File: config.mk
export PLATFORM = sky130hd
export DESIGN_NAME = rcmc_top
export DESIGN_NICKNAME = d
export VERILOG_FILES = /design/src/hw/rcmc_pkg.sv /design/src/hw/rcmc_sync.sv /design/src/hw/rcmc_reset_gen.sv /design/src/hw/rcmc_top.sv
export SDC_FILE = /design/constraint.sdc
export NUM_CORES = 1
export LEC_CHECK = 0
export CAP_MARGIN = 20
export CORE_MARGIN = 4
export CORE_UTILIZATION = 40
export DETAILED_ROUTE_END_ITERATION = 12
export DONT_BUFFER_PORTS = 1
export MAX_ROUTING_LAYER = met4
export SETUP_SLACK_MARGIN = 0.2
export SKIP_CTS_REPAIR_TIMING = 1
export SYNTH_ARGS = -nofsm -noshare
export SYNTH_HDL_FRONTEND = slang
export SYNTH_SLANG_ARGS = --single-unit
File: constraint.sdc
create_clock -name core_clk -period 4.7 [get_ports core_clk]
set_input_delay 0.94 -clock core_clk [delete_from_list [all_inputs] [get_ports core_clk]]
set_output_delay 0.94 -clock core_clk [all_outputs]
set_load 0.05 [all_outputs]
File: src/hw/rcmc_pkg.sv
/*
 package for the reset and clock mode controller.
 holds register offsets, field positions, reset values and mode codes.
 assumes nothing beyond a systemverilog compiler.
*/
package rcmc_pkg;
   // ---------------------------------------------------------------
   // register map
   // ---------------------------------------------------------------
   localparam logic [8:0] RCMC_CLOCK_CONTROL_REG_ADDR = 9'h00f;
   localparam logic [8:0] RCMC_TRIM_ADDR   = 9'h10f;
   localparam logic [7:0] RCMC_CLOCK_CONTROL_REG_RST  = 8'h03;
   localparam logic [7:0] RCMC_CLOCK_CONTROL_REG_MASK = 8'h1f;
   localparam logic [6:0] RCMC_TRIM_MASK   = 7'h7f;
   // ---------------------------------------------------------------
   // field positions
   // ---------------------------------------------------------------
   localparam int RCMC_SLOW_CLK_STOP_BIT = 4;
   localparam int RCMC_FAST_CLK_STOP_BIT = 3;
   localparam int RCMC_SEL_BIT     = 2;
   localparam int RCMC_PSC_LSB     = 0;
   // config word fields
   localparam int RCMC_CFG_WATCHDOG_ENABLE_FIELD_LSB   = 8;
   localparam int RCMC_CFG_EXT_RESET_PIN_BIT   = 10;
   localparam int RCMC_CFG_LVR_LSB    = 11;
   localparam int RCMC_CFG_FOSC_BIT   = 13;
   localparam int RCMC_CFG_MODE_LSB   = 14;
   localparam logic [1:0] RCMC_WATCHDOG_ENABLE_FIELD_ALWAYS = 2'h3;
   localparam logic [1:0] RCMC_WATCHDOG_ENABLE_FIELD_RUN    = 2'h2;
   // ---------------------------------------------------------------
   // timing
   // ---------------------------------------------------------------
   localparam int RCMC_EXT_RESET_PIN_SLOW_CYC = 2;
   localparam int RCMC_SYNC_DEPTH    = 3;
   // ---------------------------------------------------------------
   // power modes
   // ---------------------------------------------------------------
   typedef enum logic [3:0]
   {
      RCMC_SLOW = 4'h1,
      RCMC_FAST = 4'h2,
      RCMC_IDLE = 4'h4,
      RCMC_STOP = 4'h8
   } rcmc_mode_t;
endpackage

File: src/hw/rcmc_sync.sv
/*
 three flop synchroniser with agreement filter.
 assumes input is asynchronous to core_clk.
*/
`timescale 1ns/100ps
module rcmc_sync
   import rcmc_pkg::*;
(
   // clock and reset
   input  wire logic core_clk,
   input  wire logic rst_n,
   input  wire logic rst_val,
   // data
   input  wire logic async_in,
   output logic      sync_out
);
   typedef struct packed
   {
      logic [RCMC_SYNC_DEPTH-1:0] pipe;
      logic                       q;
   } rcmc_sync_st_t;
   rcmc_sync_st_t s;
   rcmc_sync_st_t next_s;
   // ---------------------------------------------------------------
   // shift and agree
   // ---------------------------------------------------------------
   always_comb
   begin
      next_s = s;
      next_s.pipe = {s.pipe[RCMC_SYNC_DEPTH-2:0], async_in};
      if (s.pipe[1] == s.pipe[2])
      begin
         next_s.q = s.pipe[2];
      end
   end
   always_ff @(posedge core_clk or negedge rst_n)
   begin
      if (!rst_n)
      begin
         s <= '1;
      end
      else
      begin
         s <= next_s;
      end
   end
   assign sync_out = s.q | (rst_val & 1'b0);
endmodule

File: src/hw/rcmc_reset_gen.sv
/*
 reset collector: merges low-voltage, pin and watchdog causes; power-on rst_n only clears its cause flops and sets the pin synchroniser flops.
 assumes slow_tick is a one-cycle pulse per slow oscillator period.
*/
`timescale 1ns/100ps
module rcmc_reset_gen
   import rcmc_pkg::*;
(
   // clock and reset
   input  wire logic core_clk,
   input  wire logic rst_n,
   // causes
   input  wire logic lvr_low,
   input  wire logic ext_reset_pin_n,
   input  wire logic ext_reset_en,
   input  wire logic wdt_overflow,
   input  wire logic wdt_reset_en,
   input  wire logic slow_tick,
   // result
   output logic      sys_reset,
   output logic      warm_reset
);
   typedef struct packed
   {
      logic [1:0] low_cnt;
      logic       pin_rst;
      logic       wdt_rst;
   } rcmc_rg_st_t;
   rcmc_rg_st_t s;
   rcmc_rg_st_t next_s;
   logic        pin_sync;
   // ---------------------------------------------------------------
   // pin synchroniser
   // ---------------------------------------------------------------
   rcmc_sync u_pin_sync
   (
      .core_clk (core_clk),
      .rst_n    (rst_n),
      .rst_val  (1'b1),
      .async_in (ext_reset_pin_n),
      .sync_out (pin_sync)
   );
   // ---------------------------------------------------------------
   // qualify causes
   // ---------------------------------------------------------------
   always_comb
   begin
      next_s = s;
      next_s.wdt_rst = wdt_overflow & wdt_reset_en;
      if (!ext_reset_en || pin_sync)
      begin
         next_s.low_cnt = 2'h0;
         next_s.pin_rst = 1'b0;
      end
      else if (slow_tick)
      begin
         if (s.low_cnt == 2'(RCMC_EXT_RESET_PIN_SLOW_CYC))
         begin
            next_s.pin_rst = 1'b1;
         end
         else
         begin
            next_s.low_cnt = s.low_cnt + 2'h1;
         end
      end
   end
   always_ff @(posedge core_clk or negedge rst_n)
   begin
      if (!rst_n)
      begin
         s <= '0;
      end
      else
      begin
         s <= next_s;
      end
   end
   assign warm_reset = s.pin_rst | s.wdt_rst;
   assign sys_reset  = warm_reset | lvr_low;
endmodule

File: src/hw/rcmc_top.sv
/*
 reset and clock mode controller: clock control and trim registers,
 clock source selection, prescaler, power modes and status flags.
 assumes oscillators are enabled by the *_osc_en outputs and report
 readiness, and the cpu issues sleep and watchdog clear strobes.
*/
`timescale 1ns/100ps
module rcmc_top
   import rcmc_pkg::*;
#(
   parameter logic [6:0] TRIM_DEFAULT = 7'h40 // per-chip value, arbitrary
)
(
   // clock and reset
   input  wire logic       core_clk,
   input  wire logic       rst_n,
   // register port
   input  wire logic [8:0] reg_addr,
   input  wire logic       reg_wr,
   input  wire logic [7:0] reg_wdata,
   output logic      [7:0] reg_rdata,
   // configuration
   input  wire logic [15:0] config_word,
   input  wire logic        lvr_low,
   input  wire logic        ext_reset_pin_n,
   // watchdog and cpu events
   input  wire logic       wdt_overflow,
   input  wire logic       watchdog_clear,
   input  wire logic       sleep_req,
   input  wire logic       t2_clk_select,
   input  wire logic       wake_timer_irq_en,
   // wake sources
   input  wire logic       ext_pin_irq,
   input  wire logic       wake_timer_irq,
   input  wire logic       time_base_irq,
   // oscillators
   input  wire logic       slow_tick,
   input  wire logic       fast_tick,
   input  wire logic       fast_ready,
   input  wire logic       slow_ready,
   output logic            fast_osc_en,
   output logic            slow_osc_en,
   output logic      [6:0] fast_osc_trim,
   // clock and mode outputs
   output logic            sys_clk_pulse,
   output logic            sys_src_fast,
   output logic            cpu_run,
   output logic            wdt_run,
   output logic            sys_reset,
   output logic      [3:0] power_mode,
   output logic            timeout_flag,
   output logic            powerdown_flag,
   output logic      [1:0] lvr_level,
   output logic      [1:0] chip_mode,
   output logic            fast_osc_cfg
);
   typedef struct packed
   {
      logic       slow_stp;
      logic       fast_stp;
      logic       sel;
      logic [1:0] psc;
      logic [6:0] trim;
      logic       src_fast;
      logic [2:0] div_cnt;
      logic       clk_pulse;
      rcmc_mode_t mode;
      logic       to_flag;
      logic       pd_flag;
      logic [15:0] cfg;
      logic       cfg_loaded;
   } rcmc_st_t;
   rcmc_st_t   s;
   rcmc_st_t   next_s;
   logic       warm_reset;
   logic       rst_any;
   logic       src_tick;
   logic [2:0] div_max;
   logic       slow_keep;
   logic       wr_ctl;
   logic       bad_wr;
   // ---------------------------------------------------------------
   // reset collection
   // ---------------------------------------------------------------
   rcmc_reset_gen u_reset_gen
   (
      .core_clk        (core_clk),
      .rst_n           (rst_n),
      .lvr_low         (lvr_low),
      .ext_reset_pin_n (ext_reset_pin_n),
      .ext_reset_en    (s.cfg[RCMC_CFG_EXT_RESET_PIN_BIT]),
      .wdt_overflow    (wdt_overflow),
      .wdt_reset_en    (s.cfg[RCMC_CFG_WATCHDOG_ENABLE_FIELD_LSB+1]),
      .slow_tick       (slow_tick),
      .sys_reset       (rst_any),
      .warm_reset      (warm_reset)
   );
   // ---------------------------------------------------------------
   // decode
   // ---------------------------------------------------------------
   assign wr_ctl    = reg_wr && (reg_addr == RCMC_CLOCK_CONTROL_REG_ADDR);
   assign bad_wr    = reg_wdata[RCMC_FAST_CLK_STOP_BIT] & reg_wdata[RCMC_SEL_BIT];
   assign slow_keep = wake_timer_irq_en
                      | (s.cfg[RCMC_CFG_WATCHDOG_ENABLE_FIELD_LSB+:2] == RCMC_WATCHDOG_ENABLE_FIELD_ALWAYS);
   assign src_tick  = s.src_fast ? fast_tick : slow_tick;
   always_comb
   begin
      case (s.psc)
         2'h0:    div_max = 3'h7;
         2'h1:    div_max = 3'h3;
         2'h2:    div_max = 3'h1;
         default: div_max = 3'h0;
      endcase
   end
   // ---------------------------------------------------------------
   // next state
   // ---------------------------------------------------------------
   always_comb
   begin
      next_s = s;
      next_s.clk_pulse = 1'b0;
      if (!s.cfg_loaded)
      begin
         next_s.cfg = config_word;
         next_s.cfg_loaded = 1'b1;
      end
      if (rst_any)
      begin
         next_s.slow_stp = RCMC_CLOCK_CONTROL_REG_RST[RCMC_SLOW_CLK_STOP_BIT];
         next_s.fast_stp = RCMC_CLOCK_CONTROL_REG_RST[RCMC_FAST_CLK_STOP_BIT];
         next_s.sel      = RCMC_CLOCK_CONTROL_REG_RST[RCMC_SEL_BIT];
         next_s.psc      = RCMC_CLOCK_CONTROL_REG_RST[RCMC_PSC_LSB+:2];
         next_s.src_fast = 1'b0;
         next_s.div_cnt  = 3'h0;
         next_s.mode     = RCMC_SLOW;
         if (lvr_low)
         begin
            next_s.to_flag = 1'b0;
            next_s.pd_flag = 1'b0;
         end
      end
      else
      begin
         if (wr_ctl)
         begin
            next_s.slow_stp = reg_wdata[RCMC_SLOW_CLK_STOP_BIT];
            next_s.psc      = reg_wdata[RCMC_PSC_LSB+:2];
            if (!bad_wr)
            begin
               next_s.fast_stp = reg_wdata[RCMC_FAST_CLK_STOP_BIT];
               next_s.sel      = reg_wdata[RCMC_SEL_BIT];
            end
         end
         if (reg_wr && reg_addr == RCMC_TRIM_ADDR)
         begin
            next_s.trim = reg_wdata[6:0] & RCMC_TRIM_MASK;
         end
         if (s.sel != s.src_fast)
         begin
            if ((s.sel && fast_ready) || (!s.sel && slow_ready))
            begin
               next_s.src_fast = s.sel;
               next_s.div_cnt  = 3'h0;
            end
         end
         else if (src_tick && (s.mode == RCMC_FAST || s.mode == RCMC_SLOW))
         begin
            if (s.div_cnt >= div_max)
            begin
               next_s.div_cnt   = 3'h0;
               next_s.clk_pulse = 1'b1;
            end
            else
            begin
               next_s.div_cnt = s.div_cnt + 3'h1;
            end
         end
         if (watchdog_clear)
         begin
            next_s.to_flag = 1'b0;
            next_s.pd_flag = 1'b0;
         end
         case (s.mode)
            RCMC_FAST,
            RCMC_SLOW:
            begin
               next_s.mode = s.src_fast ? RCMC_FAST : RCMC_SLOW;
               if (sleep_req)
               begin
                  next_s.pd_flag = 1'b1;
                  next_s.to_flag = 1'b0;
                  if ((!s.slow_stp && !t2_clk_select) || slow_keep)
                  begin
                     next_s.mode = RCMC_IDLE;
                  end
                  else
                  begin
                     next_s.mode = RCMC_STOP;
                  end
               end
            end
            RCMC_IDLE:
            begin
               if (ext_pin_irq || wake_timer_irq || time_base_irq)
               begin
                  next_s.mode = s.src_fast ? RCMC_FAST : RCMC_SLOW;
               end
            end
            RCMC_STOP:
            begin
               if (ext_pin_irq)
               begin
                  next_s.mode = s.src_fast ? RCMC_FAST : RCMC_SLOW;
               end
            end
            default:
            begin
               next_s.mode = RCMC_SLOW;
            end
         endcase
         if (wdt_overflow)
         begin
            next_s.to_flag = 1'b1;
         end
      end
   end
   // ---------------------------------------------------------------
   // state register
   // ---------------------------------------------------------------
   always_ff @(posedge core_clk or negedge rst_n)
   begin
      if (!rst_n)
      begin
         s            <= '0;
         s.psc        <= RCMC_CLOCK_CONTROL_REG_RST[RCMC_PSC_LSB+:2];
         s.trim       <= TRIM_DEFAULT;
         s.mode       <= RCMC_SLOW;
      end
      else
      begin
         s <= next_s;
      end
   end
   // ---------------------------------------------------------------
   // outputs
   // ---------------------------------------------------------------
   always_comb
   begin
      reg_rdata = 8'h00;
      if (reg_addr == RCMC_CLOCK_CONTROL_REG_ADDR)
      begin
         reg_rdata = {3'h0, s.slow_stp, s.fast_stp, s.sel, s.psc} & RCMC_CLOCK_CONTROL_REG_MASK;
      end
      else if (reg_addr == RCMC_TRIM_ADDR)
      begin
         reg_rdata = {1'b0, s.trim};
      end
   end
   assign fast_osc_en    = !s.fast_stp && (s.mode == RCMC_FAST || s.mode == RCMC_SLOW);
   assign slow_osc_en    = (s.mode != RCMC_STOP) && !(s.mode == RCMC_IDLE && s.slow_stp && !slow_keep)
                           ;
   assign fast_osc_trim  = s.trim;
   assign sys_clk_pulse  = s.clk_pulse;
   assign sys_src_fast   = s.src_fast;
   assign cpu_run        = (s.mode == RCMC_FAST) || (s.mode == RCMC_SLOW);
   assign wdt_run        = s.cfg[RCMC_CFG_WATCHDOG_ENABLE_FIELD_LSB+1] && (cpu_run
                           || s.cfg[RCMC_CFG_WATCHDOG_ENABLE_FIELD_LSB+:2] == RCMC_WATCHDOG_ENABLE_FIELD_ALWAYS);
   assign sys_reset      = rst_any;
   assign power_mode     = s.mode;
   assign timeout_flag   = s.to_flag;
   assign powerdown_flag = s.pd_flag;
   assign lvr_level      = s.cfg[RCMC_CFG_LVR_LSB+:2];
   assign chip_mode      = s.cfg[RCMC_CFG_MODE_LSB+:2];
   assign fast_osc_cfg   = s.cfg[RCMC_CFG_FOSC_BIT];
endmodule

# == Word level (Yosys, flattened, before mapping) ==
# Cells that the tools add are included.
# word_totals
ff_bits,48
word_cells,117
out_inout_bits,33
inputBits,50
# op_classes
n_eq_ne,19
muxes,31
reduce_logical,40
n_lt_le_gt_ge,1
n_bitwise,6
add_sub_neg,2
# ops
cell,n
4-bit two-way mux,6
7-bit two-way mux,2
2-bit AND reduction,7
2-bit two-way mux,6
3-bit two-way mux,4
6-bit two-way mux,2
4-bit case mux with 3 select lines,1
1-bit logical AND,11
5-bit two-way mux,2
2-bit nonzero test,5
"9-bit by 4-bit equality test with 1-bit output, second input constant",1
"9-bit equality test, second input constant",1
3-bit case mux with 3 select lines,1
1-bit logical NOT,7
1-bit logical OR,7
1-bit two-way mux,7
"2-bit equality test, second input constant",3
"3-bit != test, second input constant",2
"4-bit by 1-bit equality test with 1-bit output, second input constant",1
"4-bit by 2-bit equality test with 1-bit output, second input constant",1
"4-bit by 3-bit equality test with 1-bit output, second input constant",1
"4-bit equality test, second input constant",1
"2-bit != test, second input constant",2
"4-bit != test, second input constant",1
14 further kinds,17

# == Longest topological paths before layout ==
# depth
ltp_word,8
depth_mapped,6
depth_no_buf,6

# == By module ==
# A second synthesis with hierarchy kept.
# hier_totals
hier_cells,187
hier_area_um2,2057.0
# modules_own_cells
mod,instances,cells_each,seq_area_each_um2,area_each_um2
rcmc_top,1,163,805.8,1742.9
rcmc_reset_gen,1,19,100.1,197.7
rcmc_sync,1,5,105.1,116.4

# == Least setup slack after synthesis ==
# OpenSTA, ideal clock, no wires.
# synth_path
path_type,in2out
start,input wake_timer_irq_en
end,output slow_osc_en
n_path_buf,0
setup_slack_ns,1.536
arrival_time_ns,2.224
t_required_ns,3.760
stages,3
path_cell_list,a21oi_1 -> and3_1 -> o21ai_0
# synth_via
elab_chain_cells,5
# synth_rtl
element,line,source
start: declaration,rcmc_top.sv:31,"input wire logic wake_timer_irq_en,"
1-bit OR,rcmc_top.sv:104,| (s.cfg[RCMC_CFG_WATCHDOG_ENABLE_FIELD_LSB+:2] == RCMC_WATCHDOG_ENABLE_FIELD_ALWAYS);
1-bit logical NOT,rcmc_top.sv:260,assign slow_osc_en = (s.mode != RCMC_STOP) && !(s.mode == RCMC_IDLE && s.slow_stp && !slow_keep)
1-bit logical AND,rcmc_top.sv:260,
1-bit logical NOT,rcmc_top.sv:260,
1-bit logical AND,rcmc_top.sv:260,
end: declaration,rcmc_top.sv:42,"output logic slow_osc_en,"
# No other way between the ends.

# == Worst setup path in the final report ==
# layout_path
start,"register s, in the netlist power_mode[0]"
end,output wdt_run
# layout_via
elab_chain_cells,4
elab_cells_between_ends,5
cone_classes,eq/ne (2); reduce/logical (3)
# layout_rtl
element,line,source
start: declaration,rcmc_top.sv:73,rcmc_st_t s;
start signal: assignment,rcmc_top.sv:241,s <= next_s;
4-bit by 2-bit equality test with 1-bit output / 4-bit by 1-bit equality test with 1-bit output (equally long branches),rcmc_top.sv:265,assign cpu_run = (s.mode == RCMC_FAST) || (s.mode == RCMC_SLOW);
1-bit logical OR *,rcmc_top.sv:265,
named net cpu_run,rcmc_top.sv:47,"output logic cpu_run,"
1-bit logical OR *,rcmc_top.sv:267,|| s.cfg[RCMC_CFG_WATCHDOG_ENABLE_FIELD_LSB+:2] == RCMC_WATCHDOG_ENABLE_FIELD_ALWAYS);
1-bit logical AND *,rcmc_top.sv:266,assign wdt_run = s.cfg[RCMC_CFG_WATCHDOG_ENABLE_FIELD_LSB+1] && (cpu_run
end: declaration,rcmc_top.sv:48,"output logic wdt_run,"
# Mark *: on every way through the listed nets, which the timed path passes. The rest lies on a longest branch.

==> metrics <==
Pwr Density roughly 360 nW/um^2; total CTS buffers 5; Worst-path clk slew 80 ps; Placer Congestion 0.761; min-delay worst type in -> async; area delta synth->final 3.54%; syn_area_per_cell ~11 um^2; met1 WL 1630 um; WL/cell 17.6 um; Skew-Pair Late Insertion Delay between 200 and 300 ps; port bufs 0; first-pass GRT wire length 6490 um; switch share 27.0%; warnings from Yosys 0; Area contributors post-synth dfrtp_1 (39%), dfstp_2 (10%), mux2_2 (8.8%); Vias per Instance around 5.5; FF+latch area between 1000 and 1500 um^2; drt initial violations 58; CTS Buffer Depth 2; die footprint 6340 um^2; root buffer cell clkbuf_8; Filler Cell Count approximately 470; Least-Margin Pin Slew 967 ps; top-area cell type share of the netlist area roughly two fifths; hold slack 335 ps; Net Sw Power 0.000206 W; register area share after synthesis 49.3%; number of global-route vias before repair 1305; largest net degree at the start of global routing 41; Starting Density 42.3%; VDD IR-drop max 203 uV; Diodes inserted 0; area leader, netlist dfrtp_1; min Tclk post-route ~3500 ps; gr usage total 13.9%; kind of critical path reg -> out; initial antenna violation count 0; std cell rows 25; Pleak ~0.96 nW; die width 79.6 um; Cell Area, Synth ~2100 um^2; internal power 0.000557 W; routed wl met3 about 430 um; # IOs 83; synth unique cells 43; H-Tree Depth 2; Cells after Synth 180; unrepaired setup endpoints after global routing no; syn nets 235; Tcrit/Tclk final 73.9%; drt drc 0; highest metal used met4; crit path capture type output pin; Post-DRT Antenna Nets 0; #FFs+latches synth 40; area of the multi-input gates 886 um^2; clock group share of total power 38.4%; Final Hold Viols 0; Startpoint Class register; final setup vio count 0; status complete, no violations; layout cells sized above 1 23.7%; Remaining Overflow, GRT 0; crit-path max FO 6; Final HPWL DP 3290 um; Comb power frac under 10%; Max Cap Viol 0; Core Box Area 4850 um^2; final layout net count 223; met2 WL 2050 um; detailed-route via count between 1000 and 1500; max frequency between 200 and 300 MHz; setup TNS 0 ps; Final Max Slew Viols 0; Reg power frac 53.0%; WL final 4160 um; slew margin rel. around a third; CTS tree built; critical path data arrival time between 2000 and 3000 ps; Setup Skew 5.59 ps; Die Height 79.6 um; WP data required between 3000 and 4000 ps; CTS sink count 40; Detailed Routing Iterations Pass 1 4
==> flip-flops by register name, summed over array words and instances, names as in the netlist, 2 cells and up <==
name,cells
chip_mode,2
lvr_level,2
s,12
fast_osc_trim,7
u_reset_gen.s,4
power_mode,4
u_reset_gen.u_pin_sync.next_s,2
==> through the flow <==
stage	area (um^2)	std cells	setup WS, ps	util, %	total power [W]
2_1_floorplan	2050	180	1540	-	0.000472
3_3_place_gp	2000	228	1560	41.3	0.000474
3_5_place_dp	2000	228	1550	41.3	0.000478
4_1_cts	2120	236	1220	43.8	0.000775
5_1_grt	2120	236	1090	43.8	0.000796
6_report	2120	236	1230	43.8	0.000763
==> cell families (layout without fill, tap and decap cells) <==
group	Yosys count	in the layout	share of synthesized area [%]
muxes	20	20	11.3
and+or+nand+nor	48	48	14.0
buffers and inverters	24	13	7.56
AOI/OAI and AO/OA	37	37	12.7
adders and majority gates	6	6	3.54
xor gates and xnor gates	3	3	1.28
other	2	2	0.366
DFF	40	40	49.3
==> cell type report <==
cell class                      count  share of cell area (%)
Clock buffer                        6                    3.89
Clock inverter                      2                    1.83
Inverter                            4                   0.707
Multi-Input combinational cell    116                    41.7
Sequential cell                    40                    47.6
Tap cell                           67                    3.95
Timing Repair Buffer                1                   0.353
==> final timing paths <==
kind                                                   from                          endpoint  slack (ps)  depth (start not counted)
min                                                   rst_n                  fast_osc_trim[1]         330                          0
min in group core_clk      u_reset_gen.u_pin_sync.next_s[2]  u_reset_gen.u_pin_sync.next_s[3]         360                          0
max reg2reg                                   power_mode[0]                     power_mode[3]        2500                          5
max in group asynchronous                             rst_n   u_reset_gen.u_pin_sync.sync_out        4180                          0
min reg2reg                u_reset_gen.u_pin_sync.next_s[2]  u_reset_gen.u_pin_sync.next_s[3]         360                          0
max                                           power_mode[0]                           wdt_run        1230                          4
==> power groups by stage <==
stage	registers (W)	logic, W	clock network, W
finish	0.000405	0.0000652	0.000293
global route	0.000407	0.0000710	0.000318
CTS	0.000405	0.0000660	0.000304
detailed placement	0.000412	0.0000659	0
global placement	0.000411	0.0000635	0
floorplan	0.000386	0.0000858	0
==> cells in the mapped netlist (all sizes together) <==
cell type	instances
dfstp	8
clkbuf	2
o2111a	1
dfrtp	32
and2	3
a31oi	1
nand2b	5
a21boi	1
nand2	9
nand4b	1
mux2	16
mux2i	3
nor2	14
o21a	1
a21o	3
ha	5
maj3	1
o2111ai	1
o211ai	1
and3	3
xor2	2
nand3	1
nor3	3
and4	2
a32oi	2
nor4	1
o21ai	7
a22o	6
xnor2	1
o221a	2
nor3b	2
or2	1
nor2b	3
conb	2
mux4	1
a21oi	9
buf	18
inv	4
o31ai	1
a2111oi	1
==> routing by layer <==
metal	global-route usage, %	vias up
met2	21.7	59
met3	5.30	6
li1	-	599
met5	-	-
met4	5.15	0
met1	16.4	645
==> worst max-delay path: stages (launching register included) <==
cell     delay [ps]
dfstp_2         720
xor2_1          290
nand2_1         200
inv_1           540
o21a_1          490
==> placed cells by master, fill, tap and decap left out, types with 3 or more instances in the layout <==
| master | count |
|---|---|
| dfrtp_1 | 32 |
| mux2_2 | 16 |
| nor2_1 | 14 |
| nand2_1 | 9 |
| a21oi_1 | 9 |
| dfstp_2 | 8 |
| a22o_1 | 6 |
| clkbuf_8 | 6 |
| o21ai_0 | 5 |
| nand2b_1 | 5 |
| ha_1 | 5 |
| inv_1 | 4 |
| and3_1 | 3 |
| and2_1 | 3 |
| nor2b_1 | 3 |
| mux2i_1 | 3 |
| a21o_1 | 3 |
Note: power is estimated with default switching activity, not from simulation.
